[config.mk]
export PLATFORM = sky130hd
export DESIGN_NAME = therm_limit_fan_tach_config
export DESIGN_NICKNAME = d
export VERILOG_FILES = /design/src/design/therm_cfg_pkg.sv /design/src/design/therm_limit_fan_tach_config.sv
export VERILOG_INCLUDE_DIRS = /design/src /design/src/design
export SDC_FILE = /design/constraint.sdc
export NUM_CORES = 1
export LEC_CHECK = 0
export ABC_AREA = 1
export BUFFER_PORTS_ARGS = -buffer_cell sky130_fd_sc_hd__buf_2
export CAP_MARGIN = 20
export CORE_MARGIN = 2
export CORE_UTILIZATION = 40
export DETAILED_ROUTE_END_ITERATION = 7
export HOLD_SLACK_MARGIN = 0.12
export PLACE_DENSITY = 0.55
export SLEW_MARGIN = 20
export SYNTH_ARGS = -nofsm -noshare
export SYNTH_HDL_FRONTEND = slang
export SYNTH_SLANG_ARGS = --single-unit
[constraint.sdc]
create_clock -name CLOCK -period 4.25 [get_ports CLOCK]
set_input_delay 0.85 -clock CLOCK [delete_from_list [all_inputs] [get_ports CLOCK]]
set_output_delay 0.85 -clock CLOCK [all_outputs]
set_load 0.03 [all_outputs]
[src/design/therm_cfg_defines.svh]
// Register offsets, reset values, field positions and timing counts
`ifndef THERM_CFG_DEFINES_SVH
`define THERM_CFG_DEFINES_SVH

// ==========================================================
// Register offsets
`define OFS_ASSERT_TIME_LIMIT  8'h7A
`define OFS_FAN_PULSE_SELECT   8'h7B
`define OFS_CONFIG_FOUR        8'h7D
`define OFS_FACTORY_TEST_ONE   8'h7E
`define OFS_FACTORY_TEST_TWO   8'h7F
`define OFS_DURATION_STATUS    8'h79
`define OFS_IRQ_STATUS         8'h42
`define OFS_IRQ_MASK           8'h75
`define OFS_LOCK_CTRL          8'h40

// ==========================================================
// Reset values
`define RST_ASSERT_TIME_LIMIT  8'h00
`define RST_FAN_PULSE_SELECT   8'h55
`define RST_CONFIG_FOUR        8'h00
`define RST_FACTORY_TEST       8'h00

// ==========================================================
// Field positions
`define BIT_TIMER_EVENT        5
`define BIT_LOCK               1
`define BIT_ALERT_SELECT       0
`define CFG4_WRITABLE_MASK     8'h0D

// ==========================================================
// Timing: one step is 22.76 ms, kept in microseconds
`define STEP_TIME_US           22760
`define CLOCK_MHZ              200
`define STEP_CYCLES            (`STEP_TIME_US * `CLOCK_MHZ)

`endif

[src/design/therm_cfg_pkg.sv]
// Types shared by the thermal limit configuration block
`default_nettype none
package therm_cfg_pkg;
    typedef struct packed {
        logic [7:0] addr;
        logic [7:0] wdata;
        logic       wr;
        logic       rd;
    } reg_req_t;

    typedef enum logic [1:0] {
        TIM_IDLE,
        TIM_RUN,
        TIM_DONE
    } timer_state_t;
endpackage
`default_nettype wire

[src/design/therm_limit_fan_tach_config.sv]
// Thermal assertion-time limit, fan pulse and pin configuration registers
//
// Local design decision: strobed register access.
`include "therm_cfg_defines.svh"
`default_nettype none
module therm_limit_fan_tach_config
    import therm_cfg_pkg::*;
#(
    parameter int STEP_CYCLES = `STEP_CYCLES
) (
    input  wire logic       CLOCK,
    input  wire logic       RST_N,
    input  wire logic       CLK_EN,
    input  wire logic [7:0] ADDR,
    input  wire logic [7:0] WDATA,
    input  wire logic       WR,
    input  wire logic       RD,
    output logic      [7:0] RDATA,
    input  wire logic       THERM_ACTIVE,
    input  wire logic       FOURTH_SPEED_INPUT_IS_THERM,
    output logic      [7:0] FAN_PULSE_COUNTS,
    output logic            ALERT_ON_VOLT_PIN_SELECT,
    output logic      [1:0] TWO_WIRE_TACH_THRESHOLD,
    output logic            IRQ
);

    // ======================================================
    // Bus decode
    reg_req_t req;
    assign req = '{addr: ADDR, wdata: WDATA, wr: WR, rd: RD};

    wire hit_limit  = req.addr == `OFS_ASSERT_TIME_LIMIT;
    wire hit_pulse  = req.addr == `OFS_FAN_PULSE_SELECT;
    wire hit_cfg4   = req.addr == `OFS_CONFIG_FOUR;
    wire hit_status = req.addr == `OFS_DURATION_STATUS;
    wire hit_irq    = req.addr == `OFS_IRQ_STATUS;
    wire hit_mask   = req.addr == `OFS_IRQ_MASK;
    wire hit_lock   = req.addr == `OFS_LOCK_CTRL;

    logic [7:0]   assert_time_limit_field_reg;
    logic [7:0]   fan_pulse_reg;
    logic [7:0]   cfg4_reg;
    logic [7:0]   lock_reg;
    logic [7:0]   irq_status_reg;
    logic [7:0]   irq_mask_reg;
    logic [7:0]   assert_duration_count_reg;
    logic         assert_seen_flag_reg;
    logic [31:0]  step_cnt_reg;
    logic         fired_reg;
    timer_state_t state_reg;
    logic         therm_q_reg;

    wire lock_set = lock_reg[`BIT_LOCK];
    wire status_read = req.rd && hit_status;

    // ======================================================
    // Configuration registers
    always_ff @(posedge CLOCK) begin
        if (!RST_N) begin
            assert_time_limit_field_reg <= `RST_ASSERT_TIME_LIMIT;
            fan_pulse_reg <= `RST_FAN_PULSE_SELECT;
            cfg4_reg      <= `RST_CONFIG_FOUR;
            lock_reg      <= 8'h00;
            irq_mask_reg  <= 8'h00;
        end else if (CLK_EN && req.wr) begin
            if (hit_limit)
                assert_time_limit_field_reg <= req.wdata;
            if (hit_pulse)
                fan_pulse_reg <= req.wdata;
            if (hit_cfg4 && !lock_set)
                cfg4_reg <= req.wdata & `CFG4_WRITABLE_MASK;
            if (hit_lock)
                lock_reg <= req.wdata | (lock_reg & 8'h02);
            if (hit_mask)
                irq_mask_reg <= req.wdata;
        end
    end

    // ======================================================
    // Assertion-duration timer
    wire step_tick = step_cnt_reg == 32'(STEP_CYCLES - 1);
    wire therm_rise = THERM_ACTIVE && !therm_q_reg;
    wire over_limit = assert_duration_count_reg >
                      assert_time_limit_field_reg;
    // zero limit
    // Zero limit fires at the rise, only from idle, so an earlier run must first be closed by a status read
    wire zero_hit = therm_rise && state_reg == TIM_IDLE &&
                    assert_time_limit_field_reg == 8'h00;
    wire limit_event = zero_hit ||
                       (state_reg == TIM_RUN && !fired_reg &&
                        THERM_ACTIVE && over_limit);

    logic [7:0] count_next;
    always_comb begin
        count_next = assert_duration_count_reg;
        if (state_reg == TIM_RUN && step_tick &&
            assert_duration_count_reg != 8'hFF)
            count_next = assert_duration_count_reg + 8'h01;
    end

    always_ff @(posedge CLOCK) begin
        if (!RST_N) begin
            state_reg                 <= TIM_IDLE;
            step_cnt_reg              <= 32'h0;
            assert_duration_count_reg <= 8'h00;
            assert_seen_flag_reg      <= 1'b0;
            fired_reg                 <= 1'b0;
            therm_q_reg               <= 1'b0;
        end else if (CLK_EN) begin
            therm_q_reg <= THERM_ACTIVE;
            if (limit_event)
                fired_reg <= 1'b1;
            case (state_reg)
                TIM_IDLE: begin
                    if (therm_rise) begin
                        state_reg <= TIM_RUN;
                        step_cnt_reg <= 32'h0;
                        assert_duration_count_reg <= 8'h00;
                        fired_reg <= zero_hit;
                    end
                end
                TIM_RUN: begin
                    step_cnt_reg <= step_tick ? 32'h0
                                              : step_cnt_reg + 32'h1;
                    assert_duration_count_reg <= count_next;
                    if (!THERM_ACTIVE)
                        state_reg <= TIM_DONE;
                end
                TIM_DONE: begin
                    if (status_read)
                        state_reg <= TIM_IDLE;
                end
                default: state_reg <= TIM_IDLE;
            endcase
            if (therm_rise)
                assert_seen_flag_reg <= 1'b1;
            else if (status_read)
                assert_seen_flag_reg <= 1'b0;
        end
    end

    wire [7:0] status_view = (assert_duration_count_reg >= 8'h02)
        ? assert_duration_count_reg
        : {7'h00, assert_seen_flag_reg};

    // ======================================================
    // Interrupt status, mask and output
    wire [7:0] irq_set = {2'b00, limit_event, 5'b00000};
    wire [7:0] irq_clr = (CLK_EN && req.wr && hit_irq) ? req.wdata : 8'h00;

    always_ff @(posedge CLOCK) begin
        if (!RST_N)
            irq_status_reg <= 8'h00;
        else if (CLK_EN)
            irq_status_reg <= (irq_status_reg & ~irq_clr) | irq_set;
    end

    wire timer_masked = irq_mask_reg[`BIT_TIMER_EVENT] &&
                        FOURTH_SPEED_INPUT_IS_THERM;
    wire [7:0] eff_mask = irq_mask_reg |
        (timer_masked ? 8'h20 : 8'h00);
    assign IRQ = |(irq_status_reg & ~eff_mask);

    // ======================================================
    // Read data and pin controls
    logic [7:0] rd_mux;
    always_comb begin
        rd_mux = 8'h00;
        if (hit_limit)  rd_mux = assert_time_limit_field_reg;
        if (hit_pulse)  rd_mux = fan_pulse_reg;
        if (hit_cfg4)   rd_mux = cfg4_reg;
        if (hit_status) rd_mux = status_view;
        if (hit_irq)    rd_mux = irq_status_reg;
        if (hit_mask)   rd_mux = irq_mask_reg;
        if (hit_lock)   rd_mux = lock_reg;
    end

    always_ff @(posedge CLOCK) begin
        if (!RST_N)
            RDATA <= 8'h00;
        else if (CLK_EN)
            RDATA <= req.rd ? rd_mux : 8'h00;
    end

    assign FAN_PULSE_COUNTS = fan_pulse_reg;
    assign ALERT_ON_VOLT_PIN_SELECT = cfg4_reg[`BIT_ALERT_SELECT];
    assign TWO_WIRE_TACH_THRESHOLD = cfg4_reg[3:2];

    // ======================================================
    // Checks
    AST_RESET_PULSE: assert property (@(posedge CLOCK)
        $rose(RST_N) |-> fan_pulse_reg == 8'h55)
        else $error("pulse register not 0x55 after reset");
    AST_LOCK_HOLDS: assert property (@(posedge CLOCK)
        disable iff (!RST_N)
        (CLK_EN && WR && hit_cfg4 && lock_set) |=> $stable(cfg4_reg))
        else $error("locked config register changed");
    AST_CFG4_WRITE: assert property (@(posedge CLOCK)
        disable iff (!RST_N)
        (CLK_EN && WR && hit_cfg4 && !lock_set) |=>
        ALERT_ON_VOLT_PIN_SELECT == $past(WDATA[0]))
        else $error("pin select not written");
    AST_THRESH_WRITE: assert property (@(posedge CLOCK)
        disable iff (!RST_N)
        (CLK_EN && WR && hit_cfg4 && !lock_set) |=>
        TWO_WIRE_TACH_THRESHOLD == $past(WDATA[3:2]))
        else $error("threshold not written");
    AST_EVENT_SETS: assert property (@(posedge CLOCK)
        disable iff (!RST_N)
        (CLK_EN && limit_event) |=> irq_status_reg[5])
        else $error("limit event did not set status bit 5");
    AST_ZERO_LIMIT: assert property (@(posedge CLOCK)
        disable iff (!RST_N)
        (CLK_EN && state_reg == TIM_IDLE && therm_rise &&
         assert_time_limit_field_reg == 8'h00) |=> irq_status_reg[5])
        else $error("zero limit did not raise event at once");
    AST_FIRE_ONCE: assert property (@(posedge CLOCK)
        disable iff (!RST_N)
        (fired_reg && state_reg != TIM_IDLE) |-> !limit_event)
        else $error("limit event fired twice");
    AST_FLAG_CLEAR: assert property (@(posedge CLOCK)
        disable iff (!RST_N)
        (CLK_EN && status_read && !therm_rise) |=>
        !assert_seen_flag_reg)
        else $error("seen flag not cleared by read");
    AST_TEST_ZERO: assert property (@(posedge CLOCK)
        disable iff (!RST_N)
        (CLK_EN && RD && ADDR >= `OFS_FACTORY_TEST_ONE) |=> RDATA == 8'h00)
        else $error("test register read nonzero");
    AST_MASKED: assert property (@(posedge CLOCK)
        disable iff (!RST_N)
        (irq_status_reg == 8'h20 && irq_mask_reg[5] &&
         FOURTH_SPEED_INPUT_IS_THERM) |-> !IRQ)
        else $error("masked timer event raised interrupt");
    AST_LIMIT_RW: assert property (@(posedge CLOCK)
        disable iff (!RST_N)
        (CLK_EN && WR && hit_limit) |=>
        assert_time_limit_field_reg == $past(WDATA))
        else $error("limit register not written");
    AST_PULSE_RW: assert property (@(posedge CLOCK)
        disable iff (!RST_N)
        (CLK_EN && WR && hit_pulse) |=> FAN_PULSE_COUNTS == $past(WDATA))
        else $error("pulse register not written");

    AST_RDATA_IDLE: assert property (@(posedge CLOCK)
        disable iff (!RST_N)
        (CLK_EN && !RD) |=> RDATA == 8'h00)
        else $error("read data not zero outside a read");

    AST_LIMIT_READ: assert property (@(posedge CLOCK)
        disable iff (!RST_N)
        (CLK_EN && RD && hit_limit) |=>
        RDATA == $past(assert_time_limit_field_reg))
        else $error("limit register read wrong");

    AST_PULSE_READ: assert property (@(posedge CLOCK)
        disable iff (!RST_N)
        (CLK_EN && RD && hit_pulse) |=> RDATA == $past(fan_pulse_reg))
        else $error("pulse register read wrong");

    AST_CFG4_RESERVED: assert property (@(posedge CLOCK)
        disable iff (!RST_N)
        cfg4_reg[7:4] == 4'h0 && !cfg4_reg[1])
        else $error("reserved config bits set");

    AST_LOCK_STICKY: assert property (@(posedge CLOCK)
        disable iff (!RST_N)
        lock_set |=> lock_set)
        else $error("lock bit cleared without reset");

    AST_CFG4_READ: assert property (@(posedge CLOCK)
        disable iff (!RST_N)
        (CLK_EN && RD && hit_cfg4) |=> RDATA == $past(cfg4_reg))
        else $error("config register read wrong");

    AST_STATUS_STICKY: assert property (@(posedge CLOCK)
        disable iff (!RST_N)
        (irq_status_reg[5] && !(CLK_EN && WR && hit_irq && WDATA[5]))
        |=> irq_status_reg[5])
        else $error("status bit 5 lost without clear");

    AST_STATUS_CLEAR: assert property (@(posedge CLOCK)
        disable iff (!RST_N)
        (CLK_EN && WR && hit_irq && WDATA[5] && !limit_event)
        |=> !irq_status_reg[5])
        else $error("status bit 5 not cleared by write");

    AST_ONLY_BIT5: assert property (@(posedge CLOCK)
        disable iff (!RST_N)
        irq_status_reg[7:6] == 2'b00 && irq_status_reg[4:0] == 5'h00)
        else $error("unexpected status bit set");

    AST_COUNT_SAT: assert property (@(posedge CLOCK)
        disable iff (!RST_N)
        (CLK_EN && state_reg == TIM_RUN &&
         assert_duration_count_reg == 8'hFF) |=>
        assert_duration_count_reg == 8'hFF)
        else $error("duration count wrapped");

    AST_COUNT_STEP: assert property (@(posedge CLOCK)
        disable iff (!RST_N)
        (CLK_EN && state_reg == TIM_RUN && step_tick &&
         assert_duration_count_reg != 8'hFF) |=>
        assert_duration_count_reg == $past(assert_duration_count_reg) + 8'h01)
        else $error("duration count missed a step");

    AST_FLAG_SET: assert property (@(posedge CLOCK)
        disable iff (!RST_N)
        (CLK_EN && therm_rise) |=> assert_seen_flag_reg)
        else $error("seen flag not set on assertion");

    AST_STATUS_VIEW: assert property (@(posedge CLOCK)
        disable iff (!RST_N)
        (CLK_EN && RD && hit_status && assert_duration_count_reg < 8'h02)
        |=> RDATA == {7'h00, $past(assert_seen_flag_reg)})
        else $error("short assertion status read wrong");

    AST_IRQ_LEVEL: assert property (@(posedge CLOCK)
        disable iff (!RST_N)
        (irq_status_reg[5] && !irq_mask_reg[5]) |-> IRQ)
        else $error("unmasked event gave no interrupt");

endmodule
`default_nettype wire

==> metrics.md <==
| Metric | Value |
|---|---|
| #FFs+latches synth | `96` |
| Final worst path period need | `2.48 ns` |
| RSZ-0062 raised after global routing | `false` |
| Initial Util | `0.409` |
| Status | `finished, final reports clean` |
| Via-to-Cell Ratio | `5.19` |
| PortBufs | `41` |
| Clk Latency, worst-skew pair | `0.35 ns` |
| CP arrival | `2.70 ns` |
| Post-synth EDFFs | `0` |
| Wire per inst | `14.8 um` |
| Core Util, Final | `0.457` |
| Ys Warns | `0` |
| Post-CTS Hold Buffers | `0` |
| Pwr dens | `326 mW/mm^2` |
| Synth Area per Inst | `6.59 um^2` |
| FILL cells | `1,422` |
| Die X | `120 um` |
| P&R area growth vs syn | `11.6%` |
| Combinational group share of total power | `0.095` |
| Antenna-violating nets left | `0` |
| NetSw | `0.000509 W` |
| H-tree depth | `3` |
| Layout Nets | `888` |
| Critical path class | `input pin to flip-flop` |
| Initial antenna violation count | `0` |
| Slew HR | `0.451` |
| Vias in the first global route | `5,116` |
| Area occupied by multi-input gates | `0.00296 mm^2` |
| Class of the most critical hold timing path | `flip-flop to flip-flop` |
| Async S/R FF share, synth | `0` |
| Main synth FF type | `dfxtp_1` |
| Fin worst setup slack | `1.77 ns` |
| Pleak | `2.43 nW` |
| Internal power | `0.00146 W` |
| Max Cap Viol | `0` |
| Clk root buf | `clkbuf_16` |
| Slew Viols, Final | `0` |
| Final hold violation count | `0` |
| Post-synth top area cell | `dfxtp_1` |
| # Post-CTS Setup Buffers | `0` |
| Register area share after synthesis | `0.355` |
| Syn Inst Count | `822` |
| I/O pin count | `43` |
| Clk_skew | `0.00876 ns` |
| Startpoint Class | `input pin` |
| Routed vias | `5,374` |
| Netlist Area Pre-Place | `0.00542 mm^2` |
| Post-Syn Nets | `856` |
| Total power | `0.00197 W` |
| TritonRoute pass-1 iters | `5` |
| CP endpoint kind | `flip-flop` |
| Chip height | `120 um` |
| Largest net degree at the start of global routing | `38` |
| Dpl ws | `1.46 ns` |
| Setup TNS | `0 ns` |
| Clock Path Buffers | `2` |
| Largest cells by area after synthesis | `dfxtp_1 (35%), nand2_1 (12%), nor2_1 (7.8%), inv_1 (7.3%), a21oi_1 (7.2%)` |
| Top cell type's share of synthesized area | `0.355` |
| GR Overflow Total | `0` |
| F_max | `403 MHz` |
| TritonCTS Buffers | `9` |
| Global placer's final weighted congestion | `0.905` |
| Die ar. | `0.0145 mm^2` |
| Clock transition at the registers of the reported paths | `0.07 ns` |
| Net Sw Frac | `0.259` |
| Number of diodes | `0` |
| Total global-route track usage | `0.220` |
| Largest register FFs | `32` |
| Placeable Area | `0.0132 mm^2` |
| CTS tree | `done` |
| Sink Count | `96` |
| Crit-path max FO | `16` |
| Synth unique cells | `43` |
| Sequential power share | `0.466` |
| Final setup vio count | `0` |
| Post-cts resize count | `0` |
| Sequential standard cell area | `0.00192 mm^2` |
| Required time worst endpoint | `4.47 ns` |
| 1st-iter DRT viols | `301` |
| Share of layout cells above drive strength 1 | `0.100` |
| VDD IR max | `0.000144 V` |
| Clock Power Share | `0.439` |
| Dpl hpwl | `11.4 mm` |
| Row count | `42` |
| Routed Wire Length | `15.3 mm` |
| Tcrit/Tclk final | `0.584` |
| First-pass GRT wire length | `25.2 mm` |
| DRC violations left | `0` |
| Slew @ Worst Pin | `0.822 ns` |
-- per-stage QoR --
step	hold slack [ns]	std cells	cell area [um^2]
5_1_grt	0.483	1035	6050
3_5_place_dp	0.450	1019	5730
6_report	0.462	1035	6050
3_3_place_gp	0.444	1019	5730
2_1_floorplan	0.431	822	5420
4_1_cts	0.460	1035	6050
-- area by class of cell --
cell class              instances  share of cell area
multi-input cells             596               0.490
flip-flops and latches         96               0.318
inverters                     108              0.0674
clock buffers                  12              0.0440
repair buffers                 43              0.0364
well taps                     176              0.0364
clock inverters                 4             0.00848
-- cell usage after synthesis, types with 3 or more instances --
cell / n
nor3_1: 28
ha_1: 11
nand3_1: 41
xor2_1: 5
nor3b_1: 3
nor2_1: 112
nor2_2: 6
o22ai_1: 4
nand3b_1: 3
a21oi_1: 78
inv_1: 105
dfxtp_1: 96
buf_2: 9
clkbuf_1: 8
a21o_1: 3
o21ai_0: 60
nand2_4: 4
nand2_1: 176
nor2_4: 3
xnor2_1: 4
nand4_1: 31
-- metal layers --
metal / track usage / up-vias / part of all wire
li1: - / 2768 / -
met1: 0.277 / 2484 / 0.45
met2: 0.375 / 99 / 0.49
met3: 0.0288 / 23 / 0.032
met4: 0.100 / 0 / 0.026
met5: 0 / - / 0
-- cells in the final DEF (no fill, tap or decap), types with 6 or more instances in the layout --
cell / Yosys / final
a21oi_1: 78 / 78
buf_2: 9 / 41
clkbuf_16: 0 / 9
dfxtp_1: 96 / 96
ha_1: 11 / 11
inv_1: 105 / 105
nand2_1: 176 / 176
nand3_1: 41 / 41
nand4_1: 31 / 31
nor2_1: 112 / 112
nor2_2: 6 / 6
nor3_1: 28 / 28
o21ai_0: 60 / 60
-- worst max-delay path, cell delays in order --
cell and delay [ns]:
buf_2 0.10, inv_1 0.04, nand2_1 0.08, nor2_2 0.46, nand2_1 0.36, inv_1 0.15, nand2_1 0.31, o21ai_0 0.28
a21oi_1 0.06
-- cell families after synthesis --
group                      share of synthesized area
DFF                                            0.355
xor gates and xnor gates                      0.0145
adders and majority gates                     0.0254
AOI/OAI and AO/OA                              0.155
and+or+nand+nor                                0.352
buffers and inverters                         0.0988
-- final timing paths --
check,end,start,slack [ns],depth (start not counted)
max,irq_mask_reg[3]$_SDFFE_PN0P_,ADDR[7],1.77,9
min reg2reg,therm_q_reg$_SDFFE_PN0P_,therm_q_reg$_SDFFE_PN0P_,0.46,2
max reg2reg,assert_duration_count_reg[1]$_SDFFE_PN0P_,step_cnt_reg[0]$_SDFFE_PN0P_,2.27,10
min,therm_q_reg$_SDFFE_PN0P_,therm_q_reg$_SDFFE_PN0P_,0.46,2
-- power by group through the flow --
stage | Combinational [W] | Sequential, W | Clock (W)
detailed placement | 0.000187 | 0.000939 | 0
global placement | 0.000183 | 0.000939 | 0
CTS | 0.000187 | 0.000918 | 0.000887
global route | 0.000208 | 0.000919 | 0.000928
finish | 0.000187 | 0.000918 | 0.000864
floorplan | 0.000139 | 0.000937 | 0
Note: power is estimated with default switching activity, not from simulation.
